**src/inc/dbgpc_pkg.sv**
```systemverilog
// Constants and types for the debug return-PC and exception priority unit
package dbgpc_pkg;
  // Address and instruction widths
  localparam int unsigned       DBGPC_AW          = 32;
  localparam int unsigned       DBGPC_IW          = 32;
  // One instruction address in bytes
  localparam logic [31:0]       DBGPC_ADDR_BYTES  = 32'h0000_0004;
  // Entry advance in addresses per entry cause
  localparam logic [31:0]       DBGPC_ENTRY_BKPT  = 32'h0000_0004;
  localparam logic [31:0]       DBGPC_ENTRY_EXC   = 32'h0000_0003;
  // Per-instruction advance in addresses
  localparam logic [31:0]       DBGPC_STEP_DBG    = 32'h0000_0001;
  localparam logic [31:0]       DBGPC_STEP_SYS    = 32'h0000_0003;
  // Minimum debug instructions before the final branch
  localparam logic [7:0]        DBGPC_MIN_INSNS   = 8'h02;
  // Scanned word layout: flag above 32-bit instruction
  localparam int unsigned       DBGPC_FLAG_POS    = 32;
  // Processor mode encodings
  localparam logic [4:0]        DBGPC_MODE_FIQ    = 5'h11;
  localparam logic [4:0]        DBGPC_MODE_IRQ    = 5'h12;
  localparam logic [4:0]        DBGPC_MODE_ABT    = 5'h17;
  // Status word field positions
  localparam int unsigned       DBGPC_IRQ_DIS_BIT = 7;
  localparam int unsigned       DBGPC_FIQ_DIS_BIT = 6;
  localparam int unsigned       DBGPC_MODE_LSB    = 0;
  // Status word after reset: supervisor mode, both interrupt kinds masked
  localparam logic [31:0]       DBGPC_STATUS_RST  = 32'h0000_00d3;
  // Entry cause
  typedef enum logic [2:0] {
    DBGPC_CAUSE_NONE, DBGPC_CAUSE_BKPT, DBGPC_CAUSE_WATCH,
    DBGPC_CAUSE_WATCH_EXC, DBGPC_CAUSE_HALT
  } dbgpc_cause_e;
  // Core state
  typedef enum logic [1:0] {
    DBGPC_RUN, DBGPC_EXC_FIRST, DBGPC_DEBUG, DBGPC_SYS
  } dbgpc_state_e;
endpackage : dbgpc_pkg

```
**src/dbgpc_unit.sv**
```systemverilog
// Debug-entry PC advance and exception priority logic of the core
//
// Operation
// RULE_01 - Breakpoint entry advances PC sixteen bytes
// RULE_02 - Debug-speed instruction advances PC four bytes
// RULE_03 - Debugger branches back 4+N+3S normally
// RULE_04 - Halt or watch-exception branches back 3+N+3S
// RULE_05 - Watchpoint resumes at following instruction
// RULE_06 - Aborted watchpoint: abort mode, vector, then debug
// RULE_07 - Exception during watchpoint: enter in its mode
// RULE_08 - Watchpoint with exception advances three addresses
// RULE_09 - Halt request advances three, no refetch
// RULE_10 - System-speed access advances three addresses
// RULE_11 - Aborted system access enters abort mode
// RULE_12 - Prefetch abort beats breakpoint
// RULE_13 - Debug entry disables interrupts
// RULE_14 - Interrupts affect only watchpoints, never breakpoints; here a halt with a pending interrupt also enters interrupt mode
// RULE_15 - Pending interrupt sets debug entry mode
// RULE_16 - Debug beats interrupt, interrupt remembered
// RULE_17 - Watchpoint beats data abort, abort remembered
// RULE_18 - Debugger runs two instructions before branch
// RULE_19 - Flag bit shifted first, then instruction
// RULE_20 - Re-executed aborting access triggers watchpoint again
// RULE_21 - Flag high runs next instruction system speed
// RULE_22 - Deferred exception latched, taken after exit
`timescale 1ns/100ps
module dbgpc_unit
  import dbgpc_pkg::*;
#(
  parameter logic [31:0] ABORT_VECTOR = 32'h0000_0010, // Data abort vector
  parameter logic [31:0] IRQ_VECTOR   = 32'h0000_0018  // Interrupt vector
) (
  // Clock and reset
  input  wire logic                clk,
  input  wire logic                rst,
  // Pipeline events, one-cycle pulses; halt and interrupt pins are levels
  input  wire logic                insn_retire,      // Normal instruction completes
  input  wire logic [DBGPC_AW-1:0] retire_pc,        // Address of that instruction
  input  wire logic                bkpt_hit,         // Breakpointed fetch executes
  input  wire logic [DBGPC_AW-1:0] bkpt_pc,          // Breakpointed address
  input  wire logic                prefetch_abort,   // Fetch abort on same fetch
  input  wire logic                watch_hit,        // Watchpointed access completes
  input  wire logic                data_abort,       // Data abort on an access
  input  wire logic                halt_request_input, // Debug halt request, pin
  input  wire logic                irq_pending,      // Interrupt request level, pin
  // Debug instruction feed
  input  wire logic                dbg_insn_valid,   // Scanned word executes
  input  wire logic [DBGPC_IW:0]   dbg_insn_word,    // Flag above instruction
  input  wire logic                dbg_is_branch,    // This word is the final branch
  input  wire logic                sys_done,         // System-speed access finished
  input  wire logic                sys_abort,        // System-speed access aborted
  input  wire logic                restart,          // Debugger resumes the core
  // Status words
  input  wire logic [31:0]         status_in,        // Status word before entry
  output logic [31:0]              current_status_word, // Live status word
  output logic [31:0]              saved_status_word,   // Status saved on exception
  // Program counter and state
  output logic [DBGPC_AW-1:0]      pc_ff,            // Core program counter
  output logic                     in_debug,         // Core halted in debug
  output logic                     exc_taken,        // Exception vector taken, pulse
  output logic                     pend_irq_ff,      // Remembered interrupt
  output logic                     pend_abort_ff,    // Remembered abort
  output logic [7:0]               dbg_count_ff,     // Debug instructions executed
  output dbgpc_cause_e             cause_ff          // Why debug was entered
);

  // Pin synchronisers
  logic halt_s1_ff, halt_s2_ff;   // Halt request sync chain
  logic irq_s1_ff, irq_s2_ff;     // Interrupt sync chain

  // Machine state
  dbgpc_state_e state_ff;         // Run, exception step, debug, system speed
  logic         sys_next_ff;      // Next debug word runs at system speed
  logic         exc_first_abt_ff; // Exception step is an abort, else interrupt

  // Decoded conditions
  logic bkpt_ok;                  // Breakpoint that survives prefetch abort
  logic watch_exc;                // Watchpoint hit with a simultaneous exception
  logic halt_now;                 // Synchronised halt while running
  logic flag_set;                 // Flag bit of the scanned word

  // RULE_13 mode helper, also masks interrupts
  function automatic logic [31:0] set_mode(input logic [31:0] sw, input logic [4:0] md);
    logic [31:0] r;
    r = sw;
    r[DBGPC_MODE_LSB +: 5] = md;
    r[DBGPC_IRQ_DIS_BIT]   = 1'b1;
    r[DBGPC_FIQ_DIS_BIT]   = 1'b1;
    return r;
  endfunction : set_mode

  // Two flops before logic reads asynchronous pins
  always_ff @(posedge clk) begin
    if (rst) begin
      halt_s1_ff <= 1'b0;
      halt_s2_ff <= 1'b0;
      irq_s1_ff  <= 1'b0;
      irq_s2_ff  <= 1'b0;
    end else begin
      halt_s1_ff <= halt_request_input;
      halt_s2_ff <= halt_s1_ff;
      irq_s1_ff  <= irq_pending;
      irq_s2_ff  <= irq_s1_ff;
    end
  end

  // RULE_12 prefetch abort wins
  assign bkpt_ok   = bkpt_hit && !prefetch_abort;
  // RULE_14 interrupts count only on watchpoints
  assign watch_exc = watch_hit && (data_abort || irq_s2_ff);
  assign halt_now  = halt_s2_ff && !bkpt_ok && !watch_hit;
  // RULE_21 flag position in the scanned word
  assign flag_set  = dbg_insn_word[DBGPC_FLAG_POS];
  assign in_debug  = (state_ff == DBGPC_DEBUG);

  // State sequencing
  always_ff @(posedge clk) begin
    if (rst) begin
      state_ff         <= DBGPC_RUN;
      exc_first_abt_ff <= 1'b0;
    end else begin
      case (state_ff)
        DBGPC_RUN: begin
          // RULE_06 exception step precedes debug
          if (state_ff == DBGPC_RUN && watch_exc) begin
            state_ff         <= DBGPC_EXC_FIRST;
            exc_first_abt_ff <= data_abort;
          end else if (bkpt_ok || watch_hit || halt_now) begin
            state_ff <= DBGPC_DEBUG;
          end
        end
        DBGPC_EXC_FIRST: begin
          state_ff <= DBGPC_DEBUG;
        end
        DBGPC_DEBUG: begin
          // RULE_21 word after a flagged one runs at system speed
          if (dbg_insn_valid && sys_next_ff && !dbg_is_branch) begin
            state_ff <= DBGPC_SYS;
          end else if (restart) begin
            state_ff <= DBGPC_RUN;
          end
        end
        DBGPC_SYS: begin
          if (sys_done || sys_abort) begin
            state_ff <= DBGPC_DEBUG;
          end
        end
        default: state_ff <= DBGPC_RUN;
      endcase
    end
  end

  // Entry cause record
  always_ff @(posedge clk) begin
    if (rst) begin
      cause_ff <= DBGPC_CAUSE_NONE;
    end else if (state_ff == DBGPC_RUN) begin
      if (watch_exc) begin
        cause_ff <= DBGPC_CAUSE_WATCH_EXC;
      end else if (bkpt_ok) begin
        cause_ff <= DBGPC_CAUSE_BKPT;
      end else if (watch_hit) begin
        cause_ff <= DBGPC_CAUSE_WATCH;
      end else if (halt_now) begin
        cause_ff <= DBGPC_CAUSE_HALT;
      end
    end
  end

  // System-speed flag for the next debug word
  always_ff @(posedge clk) begin
    if (rst) begin
      sys_next_ff <= 1'b0;
    end else if (state_ff != DBGPC_DEBUG && state_ff != DBGPC_SYS) begin
      sys_next_ff <= 1'b0;
    end else if (dbg_insn_valid && state_ff == DBGPC_DEBUG) begin
      // RULE_19 flag leads the instruction word
      sys_next_ff <= flag_set;
    end
  end

  // Debug instruction counter, saturating
  always_ff @(posedge clk) begin
    if (rst || state_ff == DBGPC_RUN) begin
      dbg_count_ff <= 8'h00;
    end else if (dbg_insn_valid && state_ff == DBGPC_DEBUG && dbg_count_ff != 8'hff) begin
      dbg_count_ff <= dbg_count_ff + 8'h01;
    end
  end

  // Program counter advance
  always_ff @(posedge clk) begin
    if (rst) begin
      pc_ff <= '0;
    end else begin
      case (state_ff)
        DBGPC_RUN: begin
          if (watch_exc) begin
            // RULE_06 fetch from vector first
            pc_ff <= data_abort ? ABORT_VECTOR : IRQ_VECTOR;
          end else if (bkpt_ok) begin
            // RULE_01 four addresses past breakpoint
            pc_ff <= bkpt_pc + DBGPC_ENTRY_BKPT * DBGPC_ADDR_BYTES;
          end else if (watch_hit) begin
            // RULE_05 base is the instruction after the access
            pc_ff <= retire_pc + DBGPC_ADDR_BYTES + DBGPC_ENTRY_BKPT * DBGPC_ADDR_BYTES;
          end else if (halt_now) begin
            // RULE_09 three past the next instruction, no refetch
            pc_ff <= retire_pc + DBGPC_ADDR_BYTES + DBGPC_ENTRY_EXC * DBGPC_ADDR_BYTES;
          end else if (insn_retire) begin
            pc_ff <= retire_pc + DBGPC_ADDR_BYTES;
          end
        end
        DBGPC_EXC_FIRST: begin
          // RULE_08 three addresses past the vector
          pc_ff <= pc_ff + DBGPC_ENTRY_EXC * DBGPC_ADDR_BYTES;
        end
        DBGPC_DEBUG: begin
          // RULE_02 one address per debug word
          if (dbg_insn_valid && !(sys_next_ff && !dbg_is_branch)) begin
            pc_ff <= pc_ff + DBGPC_STEP_DBG * DBGPC_ADDR_BYTES;
          end
        end
        DBGPC_SYS: begin
          // RULE_10 system access costs three
          if (sys_done || sys_abort) begin
            pc_ff <= pc_ff + DBGPC_STEP_SYS * DBGPC_ADDR_BYTES;
          end
        end
        default: pc_ff <= pc_ff;
      endcase
    end
  end

  // Status words and mode changes
  always_ff @(posedge clk) begin
    if (rst) begin
      current_status_word <= DBGPC_STATUS_RST;
      saved_status_word   <= 32'h0000_0000;
    end else if (state_ff == DBGPC_RUN) begin
      if (watch_exc) begin
        // RULE_07 take exception mode before debug
        saved_status_word   <= status_in;
        current_status_word <= set_mode(status_in, data_abort ? DBGPC_MODE_ABT : DBGPC_MODE_IRQ);
      end else if (bkpt_ok || watch_hit || halt_now) begin
        // RULE_15 pending interrupt sets mode, watch or halt only
        if (irq_s2_ff && !bkpt_ok) begin
          saved_status_word   <= status_in;
          current_status_word <= set_mode(status_in, DBGPC_MODE_IRQ);
        end else begin
          current_status_word <= set_mode(status_in, status_in[DBGPC_MODE_LSB +: 5]);
        end
      end
    end else if (state_ff == DBGPC_SYS && sys_abort) begin
      // RULE_11 abort mode before debug again
      saved_status_word   <= current_status_word;
      current_status_word <= set_mode(current_status_word, DBGPC_MODE_ABT);
    end else if (state_ff == DBGPC_EXC_FIRST) begin
      // RULE_13 interrupts masked on entry
      current_status_word[DBGPC_IRQ_DIS_BIT] <= 1'b1;
      current_status_word[DBGPC_FIQ_DIS_BIT] <= 1'b1;
    end
  end

  // Exception vector pulse
  always_ff @(posedge clk) begin
    if (rst) begin
      exc_taken <= 1'b0;
    end else begin
      exc_taken <= (state_ff == DBGPC_RUN && watch_exc) || (state_ff == DBGPC_SYS && sys_abort);
    end
  end

  // Deferred interrupt record, set wins over clear
  always_ff @(posedge clk) begin
    if (rst) begin
      pend_irq_ff <= 1'b0;
    end else if (irq_s2_ff && (state_ff != DBGPC_RUN || bkpt_ok || watch_hit || halt_now)) begin
      // RULE_16 debug first, interrupt remembered
      pend_irq_ff <= 1'b1;
    end else if (state_ff == DBGPC_RUN && !irq_s2_ff) begin
      // RULE_22 acted on once running again
      pend_irq_ff <= 1'b0;
    end
  end

  // Deferred abort record
  always_ff @(posedge clk) begin
    if (rst) begin
      pend_abort_ff <= 1'b0;
    end else if (state_ff == DBGPC_RUN && watch_hit && data_abort) begin
      // RULE_17 watchpoint first, abort remembered
      pend_abort_ff <= 1'b1;
    end else if (state_ff == DBGPC_RUN && insn_retire) begin
      // RULE_22 cleared when handler code retires; RULE_20 re-run re-arms it
      pend_abort_ff <= 1'b0;
    end
  end

  // Assertions
  property p_bkpt_pc;
    @(posedge clk) disable iff (rst)
      (state_ff == DBGPC_RUN && bkpt_ok && !watch_exc) |=> (pc_ff == $past(bkpt_pc) + 32'h10 && in_debug);
  endproperty
  a_bkpt_pc: assert property (p_bkpt_pc) else $error("breakpoint entry pc wrong"); // RULE_01

  property p_dbg_step;
    @(posedge clk) disable iff (rst)
      (in_debug && dbg_insn_valid && !sys_next_ff) |=> (pc_ff == $past(pc_ff) + 32'h4);
  endproperty
  a_dbg_step: assert property (p_dbg_step) else $error("debug step not four bytes"); // RULE_02

  property p_halt_pc;
    @(posedge clk) disable iff (rst)
      (state_ff == DBGPC_RUN && halt_now) |=> (pc_ff == $past(retire_pc) + 32'h10);
  endproperty
  a_halt_pc: assert property (p_halt_pc) else $error("halt entry pc wrong"); // RULE_09

  property p_wexc;
    @(posedge clk) disable iff (rst)
      (state_ff == DBGPC_RUN && watch_exc && data_abort) |=>
        (pc_ff == ABORT_VECTOR && !in_debug) ##1 (in_debug && pc_ff == ABORT_VECTOR + 32'hc);
  endproperty
  a_wexc: assert property (p_wexc) else $error("watch abort sequence wrong"); // RULE_08

  property p_sys_step;
    @(posedge clk) disable iff (rst)
      (state_ff == DBGPC_SYS && sys_done) |=> (pc_ff == $past(pc_ff) + 32'hc && in_debug);
  endproperty
  a_sys_step: assert property (p_sys_step) else $error("system step not three"); // RULE_10

  property p_sys_abt;
    @(posedge clk) disable iff (rst)
      (state_ff == DBGPC_SYS && sys_abort) |=> (current_status_word[4:0] == DBGPC_MODE_ABT && exc_taken);
  endproperty
  a_sys_abt: assert property (p_sys_abt) else $error("system abort mode missing"); // RULE_11

  property p_pabt;
    @(posedge clk) disable iff (rst)
      (state_ff == DBGPC_RUN && bkpt_hit && prefetch_abort && !watch_hit && !halt_s2_ff) |=> !in_debug;
  endproperty
  a_pabt: assert property (p_pabt) else $error("breakpoint beat prefetch abort"); // RULE_12

  property p_irq_mask;
    @(posedge clk) disable iff (rst)
      in_debug |-> current_status_word[DBGPC_IRQ_DIS_BIT];
  endproperty
  a_irq_mask: assert property (p_irq_mask) else $error("interrupts left enabled"); // RULE_13

  property p_bkpt_noirq;
    @(posedge clk) disable iff (rst)
      (state_ff == DBGPC_RUN && bkpt_ok && !watch_hit) |=> current_status_word[4:0] == $past(status_in[4:0]);
  endproperty
  a_bkpt_noirq: assert property (p_bkpt_noirq) else $error("breakpoint changed mode"); // RULE_14

  property p_abt_mem;
    @(posedge clk) disable iff (rst)
      (state_ff == DBGPC_RUN && watch_hit && data_abort) |=> pend_abort_ff;
  endproperty
  a_abt_mem: assert property (p_abt_mem) else $error("abort not remembered"); // RULE_17

  c_bkpt: cover property (@(posedge clk) state_ff == DBGPC_RUN && bkpt_ok);
  c_wexc: cover property (@(posedge clk) state_ff == DBGPC_EXC_FIRST);
  c_sys:  cover property (@(posedge clk) state_ff == DBGPC_SYS && sys_done);
  c_halt: cover property (@(posedge clk) state_ff == DBGPC_RUN && halt_now);

endmodule : dbgpc_unit

```
**config.mk**
```make
export PLATFORM = sky130hd
export DESIGN_NAME = dbgpc_unit
export DESIGN_NICKNAME = d
export VERILOG_FILES = /design/src/inc/dbgpc_pkg.sv /design/src/dbgpc_unit.sv
export SDC_FILE = /design/constraint.sdc
export NUM_CORES = 1
export LEC_CHECK = 0
export ABC_CLOCK_PERIOD_IN_PS = 5300
export BUFFER_PORTS_ARGS = -buffer_cell sky130_fd_sc_hd__buf_2
export CORE_MARGIN = 2
export CORE_UTILIZATION = 55
export DETAILED_ROUTE_END_ITERATION = 8
export GPL_TIMING_DRIVEN = 0
export HOLD_SLACK_MARGIN = 0.02
export PLACE_DENSITY = 0.9
export SYNTH_ARGS = -nofsm -noshare
export SYNTH_HDL_FRONTEND = slang
export SYNTH_SLANG_ARGS = --single-unit
```
**constraint.sdc**
```tcl
create_clock -name clk -period 5.3 [get_ports clk]
set_input_delay 0.53 -clock clk [delete_from_list [all_inputs] [get_ports clk]]
set_output_delay 0.53 -clock clk [all_outputs]
set_load 0.05 [all_outputs]
```
After elaboration in Yosys (flattened, before gate mapping)
Cells that the tools add are included.

operators by class
  div/mod/pow operators = 0
  bitwise operators = 0
  muxes and demuxes = 36
  reductions and logical operators = 50
  shifts and indexed selects = 0
  equal/unequal tests = 13
  add/sub/neg operators = 7
  order comparisons = 0
  multipliers = 0

operators with widths
  operator                                                         count
  32-bit two-way mux                                               14
  32-bit one-hot mux with 4 select lines                           1
  32-bit by 3-bit adder with 32-bit output, second input constant  2
  32-bit by 4-bit adder with 32-bit output, second input constant  2
  32-bit by 5-bit adder with 32-bit output, second input constant  2
  1-bit logical AND                                                19
  3-bit two-way mux                                                5
  2-bit two-way mux                                                7
  5-bit two-way mux                                                2
  2-bit nonzero test                                               5
  1-bit logical OR                                                 9
  3-bit AND reduction                                              3
  8-bit by 1-bit adder with 8-bit output, second input constant    1
  8-bit two-way mux                                                1
  8-bit != test, second input constant                             1
  2-bit one-hot mux with 4 select lines                            1
  2-bit AND reduction                                              4
  1-bit logical NOT                                                6
  2-bit != test, second input constant                             3
  3-bit by 2-bit != test with 1-bit output, second input constant  2
  3-bit != test, second input constant                             2
  6-bit != test, second input constant                             1
  2-bit equality test, second input constant                       2
  1-bit two-way mux                                                4
  7 further kinds                                                  7

storage, ports and cells
  bits in latches = 0
  flip-flop bits (word level) = 117
  bits of input ports = 143
  bits in read-only memories = 0
  word-level logic and storage cells = 123
  bits in writable memories = 0
  output and inout bits = 111
  memories kept = 0

Logic depth before layout (Yosys ltp)
Gate-level depths: netlist (run 1).

  word-level depth = 10
  mapped depth = 13
  depth with buffers taken out = 11

Worst setup path after synthesis (run 1)
Ideal clock, no wire load.

  path type = input to register
  start = in retire_pc[2]
  end = reg pc_ff[30]
  slack = 2.190 ns
  buffers on the path = 2
  setup time = 0.116 ns
  data required time = 5.184 ns
  stages = 13
  data arrival time = 2.994 ns
  path through = buf_6 -> and2_1 -> clkbuf_1 -> nand2_1 -> xnor2_1 -> ha_1 -> inv_1 -> or3_1 -> nand3b_1 -> nor2_2 -> nand3_1 -> or3_1 -> a31o_2

on the way
  word-level cells in the longest chain between the ends = 7
  elaborated cells on any way between the ends = 9
  those cells by class = 3 x add/sub; 6 x mux

ends and longest elaborated chain
  element                                                                                RTL line                                                 text
  start, declared                                                                        dbgpc_unit.sv:38                                         input wire logic [DBGPC_AW-1:0] retire_pc,
  32-bit by 3-bit adder with 32-bit output (*)                                           dbgpc_unit.sv:206, dbgpc_unit.sv:209, dbgpc_unit.sv:211
  32-bit by 4-bit adder with 32-bit output / 32-bit two-way mux (equally long branches)  dbgpc_unit.sv:209, dbgpc_unit.sv:210
  32-bit two-way mux                                                                     dbgpc_unit.sv:207                                        end else if (halt_now) begin
  32-bit two-way mux (*)                                                                 dbgpc_unit.sv:204                                        end else if (watch_hit) begin
  32-bit two-way mux (*)                                                                 dbgpc_unit.sv:201                                        end else if (bkpt_ok) begin
  32-bit two-way mux (*)                                                                 dbgpc_unit.sv:198                                        if (watch_exc) begin
  32-bit one-hot mux with 4 select lines (*)                                             dbgpc_unit.sv:196                                        case (state_ff)
  end signal, assigned                                                                   dbgpc_unit.sv:200                                        pc_ff <= data_abort ? ABORT_VECTOR : IRQ_VECTOR;
  end signal, assigned                                                                   dbgpc_unit.sv:203                                        pc_ff <= bkpt_pc + DBGPC_ENTRY_BKPT * DBGPC_ADDR_BYTES;
  end signal, assigned                                                                   dbgpc_unit.sv:206                                        pc_ff <= retire_pc + DBGPC_ADDR_BYTES + DBGPC_ENTRY_BKPT * DBGPC_ADDR_BYTES;
  end, declared                                                                          dbgpc_unit.sv:58                                         output logic [DBGPC_AW-1:0] pc_ff,

Every way passes the cells marked *; elsewhere a longest branch is shown, timed or not. The select of a mux whose other input is x is not followed.
A chain may end at the register's enable or synchronous reset.

Worst setup path after layout (run 1)
  start = reg state_ff[0]
  end = reg pc_ff[28]

on the way
  word-level cells in the longest chain between the ends = 3
  elaborated cells on any way between the ends = 9
  those cells by class = 6 x eq/ne; 1 x mux; 2 x reduce/logical

ends and longest elaborated chain
  element                                                          RTL line           text
  start, declared                                                  dbgpc_unit.sv:72   dbgpc_state_e state_ff;
  start signal, assigned                                           dbgpc_unit.sv:119  state_ff <= DBGPC_RUN;
  start signal, assigned                                           dbgpc_unit.sv:126  state_ff <= DBGPC_EXC_FIRST;
  start signal, assigned                                           dbgpc_unit.sv:129  state_ff <= DBGPC_DEBUG;
  2-bit logical NOT / 2-bit equality test (equally long branches)  n/a
  6-bit != test (no source line) (tied with other cells)           n/a
  3-bit AND reduction (no source line)                             n/a

Several ways; a longest one is shown, not always the timed one.

==> metrics.md, run 1 <==
| Metric | Value |
|---|---|
| Status | completed |
| Reg-to-reg setup timing slack | 2.00 ns |
| Vias in the first global route | 8,348 |
| Mean post-synth cell area | 7.330 µm² |
| CP max FO | 10 |
| Setup crit start | state_ff[0] |
| MaxCap Viol Count | 0 |
| First-pass GRT wire length | 41,710 µm |
| # hold bufs at CTS | 0 |
| Crit path cell chain | inv_1 > fa_1 > nand4b_1 > nor3_1 > nand4_1 > xnor2_1 > a221oi_1 > nor3_1 > a31o_2 |
| HP Class | in2reg |
| Psw | 1.170 mW |
| Avg WL per Cell | 18.59 µm |
| TNS Setup | 0 ns |
| Initial antenna violation count | 0 |
| Most used cell, CP | nor3_1 |
| Post-Route WL | 26,660 µm |
| Reg-to-Reg End | pc_ff[28] |
| Commonest non-fill, non-tap cell in the layout | buf_2 |
| Root buf cell | clkbuf_16 |
| Sw Ratio | 0.3669 |
| Detailed-route vias per instance | 6.243 |
| Seq. cell area | 2302 µm² |
| Clock Pin Slew Worst Setup and Hold Paths | 0.06 ns |
| Min-delay src | restart |
| Reg2reg path depth | 9 |
| GP Congestion | 0.9543 |
| Area of the mapped netlist | 7403 µm² |
| # fillers | 1,081 |
| Fin crit period | 3.298 ns |
| CP peak stage delay | 0.75 ns |
| Crit start category | flip-flop |
| Predominant post-synthesis flop cell | dfxtp_1 |
| Std-Cell Core Area | 13,190 µm² |
| Final Hold Fails | 0 |
| Post-CTS sizing | 0 |
| Die width | 120.0 µm |
| Final period util | 0.6222 |
| Fmax | 303.2 MHz |
| Multi-input logic area | 4780 µm² |
| RSZ-0062 raised after global routing | false |
| Die H | 120.0 µm |
| Slew HR | 0.3018 |
| Non-Filler Instances | 1,434 |
| Final Setup Violations | 0 |
| Placed Cells | 1,402 |
| Yosys reg bits | 115 |
| Largest net degree at the start of global routing | 17 |
| CTS tree | yes |
| Max-slew violation count | 0 |
| Ports | 254 |
| Via count | 8,953 |
| Unique masters post-synth | 74 |
| Final Instance Area | 9355 µm² |
| Sequential power share | 0.319 |
| Pwr Density | 340.9 nW/µm² |
| Critical path's top delay family | simple AND/OR/NAND/NOR gates |
| Clock power share | 0.404 |
| DP HPWL | 19,550 µm |
| P_leak | 3.769 nW |
| CP arrival | 3.61 ns |
| Syn Inst Count | 1,010 |
| Clock buffer count from CTS | 17 |
| Area grow syn2layout | 26.36% |
| Final Skew | 0.009149 ns |
| Starting Density | 0.5613 |
| Layout cells sized above 1 | 0.2202 |
| Postcts setup bufs | 0 |
| Internal | 2.019 mW |
| GRT Total Usage | 0.3622 |
| Clock Tree Buf Depth | 2 |
| Slowest cell on the critical path | nor3_1 |
| # clock sinks | 115 |
| FF-to-FF Start | state_ff[0] |
| CP Buf/Inv Count | 1 |
| Die Area | 14,400 µm² |
| Comb power frac | 0.277 |
| Crit end category | flip-flop |
| Critical path class | reg2reg |
| FP Rows | 42 |
| Hold Path Depth | 2 |
| DRC errors left | 0 |
| Placement Cell Area | 8703 µm² |
| Routed Antenna Nets | 0 |
| Pre-antenna DRT Iters | 8 |
| Input/output buffers | 215 |
| H-tree depth | 4 |
| Post-synthesis sequential area ratio | 0.3110 |
| Worst skew pair latency | 0.42 ns |
| 1st-iter DRT viols | 1,423 |
| YS warnings | 0 |
| Overflow after GRT | 0 |
| Post-layout net count | 1,395 |
| Worst EP required | 5.61 ns |
| Max VDD drop | 0.2317 mV |
| Endpoint, Worst Hold | state_ff[1] |
| Diodes inserted | 0 |
| Post-synthesis async set-or-reset flop share | 0 |
| Highest-count cells in the layout ignoring fill and taps | buf_2 (220), nand2_1 (189), dfxtp_1 (115), nor2_1 (100), a21oi_1 (65) |
| Slew @ Worst Pin | 1.038 ns |
| EDFF count, synth | 0 |
==> kinds of logic (layout without fill, tap and decap cells) <==
family,count (synthesis),after routing,synth area share
AOI/OAI and AO/OA,241,241,0.2160
xor gates and xnor gates,79,79,0.09346
adders and majority gates,7,7,0.01284
buffers and inverters,79,326,0.04394
DFF,115,115,0.3110
muxes,3,3,0.004056
other,1,2,0.0005065
and+or+nand+nor,485,485,0.3182
==> registers in the layout, indices dropped and copies added (netlist names) <==
name,flops
pc_ff,32
saved_status_word,32
current_status_word,30
dbg_count_ff,8
cause_ff,3
state_ff,2
exc_taken,1
halt_s1_ff,1
halt_s2_ff,1
irq_s1_ff,1
irq_s2_ff,1
pend_abort_ff,1
pend_irq_ff,1
sys_next_ff,1
==> cells in the mapped netlist, drive strengths merged (9+ instances only) <==
cell / n / area share
and3: 16 / 0.014
o22ai: 11 / 0.0093
xor2: 34 / 0.040
inv: 13 / 0.0066
o21ai: 46 / 0.031
nand2b: 11 / 0.0093
xnor2: 45 / 0.053
or3: 11 / 0.0093
nor2b: 11 / 0.0093
nor4: 9 / 0.0085
dfxtp: 115 / 0.31
a21oi: 65 / 0.044
buf: 16 / 0.012
nand3: 45 / 0.032
a211oi: 12 / 0.013
clkbuf: 50 / 0.025
nand4: 30 / 0.027
nand2: 189 / 0.096
nor3: 27 / 0.022
a31oi: 16 / 0.014
a311oi: 33 / 0.039
nor2: 102 / 0.053
==> per-stage QoR <==
stage                     total power [mW]  setup slack, ns  hold slack, ns    util
after floorplan                      1.614            2.190          0.4138       -
after global placement               1.870            1.703          0.4257  0.6598
after detailed placement             1.886            1.619          0.4264  0.6598
after CTS                            3.160            2.052          0.3151  0.7093
after global routing                 3.283            1.773          0.3248  0.7093
final                                3.189            2.002          0.3159  0.7093
==> power groups by stage <==
| stage | combinational [mW] | clock (mW) | sequential (mW) |
|---|---|---|---|
| 2_1_floorplan | 0.353 | 0 | 1.26 |
| 4_1_cts | 0.869 | 1.28 | 1.01 |
| 3_5_place_dp | 0.858 | 0 | 1.03 |
| 5_1_grt | 0.936 | 1.32 | 1.02 |
| 3_3_place_gp | 0.844 | 0 | 1.03 |
| 6_report | 0.885 | 1.29 | 1.02 |
==> worst register-to-register path, stage by stage, from the launching register on <==
cell and delay, ns:
dfxtp_1 0.51, inv_1 0.14, fa_1 0.45, nand4b_1 0.34, nor3_1 0.75, nand4_1 0.20, xnor2_1 0.17, a221oi_1 0.33
nor3_1 0.08, a31o_2 0.23
==> cell type report <==
class,instances,share of cell area
Buffer,66,0.02956
Clock buffer,18,0.04587
Clock inverter,14,0.02381
Inverter,13,0.005216
Multi-Input combinational cell,817,0.5109
Sequential cell,115,0.2461
Tap cell,176,0.02354
Timing Repair Buffer,215,0.1150
==> worst max path at each step <==
stage,to,slack (ns),cells after the start
CTS,pc_ff[30],2.05,14
finish,pc_ff[28],2.00,9
detailed placement,pc_ff[30],1.62,14
global placement,pc_ff[30],1.70,14
global route,pc_ff[30],1.77,14
floorplan,pc_ff[30],2.19,13
==> per-layer routing <==
layer | global-route usage | up-vias | share of wire
li1 | - | 4130 | -
met1 | 0.4275 | 4039 | 0.37
met2 | 0.6104 | 640 | 0.47
met3 | 0.08127 | 144 | 0.11
met4 | 0.1934 | 0 | 0.050
met5 | 0 | - | 0
Note: power is estimated with default switching activity, not from simulation.
==> run 2, diff against run 1 <==
ABC_CLOCK_PERIOD_IN_PS = 3100   (was 5300)
CORE_UTILIZATION = 51   (was 55)
PLACE_DENSITY = 0.84   (was 0.9)
clock period = 3.1 ns   (was 5.3 ns; I/O delays follow)
==> run 2 against run 1 <==
Against the previous run: sequential power is 70% higher; core utilization is 6.1 points lower; clock skew is 0.0025 ns lower; critical path type unchanged; die area is 7.6% higher; cell area is 0.40% lower; register-to-register slack worse by 1.8 ns; sequential share of layout area is 0.099 points higher; critical path depth is 1 lower; via count is 2.3% lower; largest cell class unchanged; hold slack worse by 0.21 ns.
==> metrics.md, run 2 (synthesis gave the netlist of run 1 again) <==
| Metric | Value |
|---|---|
| CP arrival | 3.16 ns |
| Root buf cell | clkbuf_16 |
| Slowest cell on the critical path | nor3_1 |
| Placement Cell Area | 8713 µm² |
| Reg-to-reg setup timing slack | 0.20 ns |
| Met2 routed WL | 11,980 µm |
| Avg WL per Cell | 17.89 µm |
| DRC errors left | 0 |
| Starting Density | 0.5152 |
| Worst skew pair latency | 0.41 ns |
| Fin crit period | 2.902 ns |
| Multi-input logic area | 4805 µm² |
| Reg2reg path depth | 8 |
| FF-to-FF Start | state_ff[0] |
| 1st-iter DRT viols | 979 |
| H-tree depth | 4 |
| Ports | 254 |
| Fmax | 344.5 MHz |
| Crit end category | flip-flop |
| Seq. cell area | 2302 µm² |
| Input/output buffers | 215 |
| GP Congestion | 0.9490 |
| Final Skew | 0.006694 ns |
| CP Buf/Inv Count | 0 |
| Overflow after GRT | 0 |
| Routed wl met3 | 2681 µm |
| Slew @ Worst Pin | 1.060 ns |
| Critical path class | reg2reg |
| Final Hold Fails | 0 |
| Final Setup Violations | 0 |
| Commonest non-fill, non-tap cell in the layout | buf_2 |
| Crit path cell chain | ha_1 > a21o_1 > nand4_1 > nor3_1 > nand3_1 > xnor2_1 > a221oi_1 > a211oi_1 |
| Post-Route WL | 25,790 µm |
| Reg-to-Reg End | pc_ff[25] |
| Post-layout net count | 1,396 |
| Layout cells sized above 1 | 0.2204 |
| Hold Path Depth | 2 |
| DP HPWL | 19,470 µm |
| Met1 Wirelength | 10,080 µm |
| Largest net degree at the start of global routing | 17 |
| Status | completed |
| GRT Total Usage | 0.3192 |
| Final period util | 0.9363 |
| Pre-antenna DRT Iters | 6 |
| Final Core Density | 0.6485 |
| Via count | 8,749 |
| Initial antenna violation count | 0 |
| CP peak stage delay | 0.77 ns |
| Slew HR | 0.2868 |
| Endpoint, Worst Hold | state_ff[1] |
| HP Class | in2reg |
| Std-Cell Core Area | 14,370 µm² |
| RSZ-0062 raised after global routing | false |
| FP Rows | 44 |
| Clock Pin Slew Worst Setup and Hold Paths | 0.06 ns |
| Final Instance Area | 9318 µm² |
| Die H | 124.5 µm |
| Detailed-route vias per instance | 6.071 |
| Routed Antenna Nets | 0 |
| Clock buffer count from CTS | 17 |
| First-pass GRT wire length | 40,510 µm |
| Crit start category | flip-flop |
| # hold bufs at CTS | 0 |
| Worst EP required | 3.36 ns |
| Clock Tree Buf Depth | 2 |
| # clock sinks | 115 |
| Pwr Density | 551.5 nW/µm² |
| Top flop regs | pc_ff (32), saved_status_word (32), current_status_word (30) |
| Max VDD drop | 0.3843 mV |
| Die Area | 15,500 µm² |
| Diodes inserted | 0 |
| CTS tree | yes |
| Highest-count cells in the layout ignoring fill and taps | buf_2 (220), nand2_1 (189), dfxtp_1 (115), nor2_1 (100), a21oi_1 (65) |
| Min-delay src | restart |
| Max-slew violation count | 0 |
| CP max FO | 10 |
| P_leak | 3.767 nW |
| Area grow syn2layout | 25.86% |
| Die width | 124.5 µm |
| # fillers | 1,267 |
| Top Layer Used | met4 |
| MaxCap Viol Count | 0 |
| Critical path's top delay family | simple AND/OR/NAND/NOR gates |
| Vias in the first global route | 7,979 |
## run 2: cell types whose count changed in the layout (fill, tap and decap cells not counted), moves of 2 or more
cell	before	now
buf_4	4	6
bufinv_16	5	2
clkbuf_8	0	2
clkinv_2	1	3
inv_6	4	0
## run 2: per-stage QoR
step                      setup TNS (ns)  setup slack [ns]  cells  total power [mW]  hold slack (ns)
after floorplan                        0            0.1027   1011             2.760           0.4138
final                                  0            0.1976   1441             5.139           0.1057
after CTS                              0           0.05402   1440             5.103          0.09532
after global routing                   0         0.0003528   1441             5.312           0.1161
after detailed placement          -1.751           -0.3648   1410             3.226           0.4295
after global placement            -1.191           -0.3090   1410             3.201           0.4267
## run 2: report_power, final
group / switching [mW] / internal [mW] / total, mW
Clock: 0.693 / 1.21 / 1.91
Combinational: 1.09 / 0.407 / 1.50
Sequential: 0.124 / 1.61 / 1.73
Total: 1.91 / 3.23 / 5.14
## run 2: worst reg2reg max path: stages (launching register included)
cell and delay (ns):
dfxtp_1 0.40, ha_1 0.31, a21o_1 0.16, nand4_1 0.33
nor3_1 0.77, nand3_1 0.18, xnor2_1 0.16, a221oi_1 0.32
a211oi_1 0.12
## run 2: repair_timing
action / in CTS / in global routing
gates cloned: 0 / 0
setup buffers: 0 / 2
pin swaps: 0 / 1
endpoints found under the setup margin: 1 / 6
resized for setup: 1 / 3
## run 2: how the worst max path moves through the flow
stage                     cells after the start   endpoint    startpoint  slack (ns)
after floorplan                               9  pc_ff[28]      pc_ff[2]        0.10
after global placement                       14  pc_ff[30]  retire_pc[2]       -0.31
after detailed placement                     14  pc_ff[30]  retire_pc[2]       -0.36
after CTS                                    14  pc_ff[30]  retire_pc[2]        0.05
after global routing                         10  pc_ff[20]   state_ff[0]      0.0004
final                                         8  pc_ff[25]   state_ff[0]        0.20
## run 2: cell type report
| cell class | count | share of cell area |
|---|---|---|
| clock inverters | 9 | 0.01155 |
| flip-flops and latches | 115 | 0.2471 |
| plain buffers | 65 | 0.02927 |
| inverters | 13 | 0.005237 |
| clock buffers | 21 | 0.04942 |
| multi-input cells | 817 | 0.5156 |
| repair buffers | 217 | 0.1171 |
| well taps | 184 | 0.02471 |
## run 2: routing by layer
metal	vias up	track usage
met4	0	0.1540
met5	-	0
li1	4123	-
met3	104	0.06486
met1	3963	0.3966
met2	559	0.5284
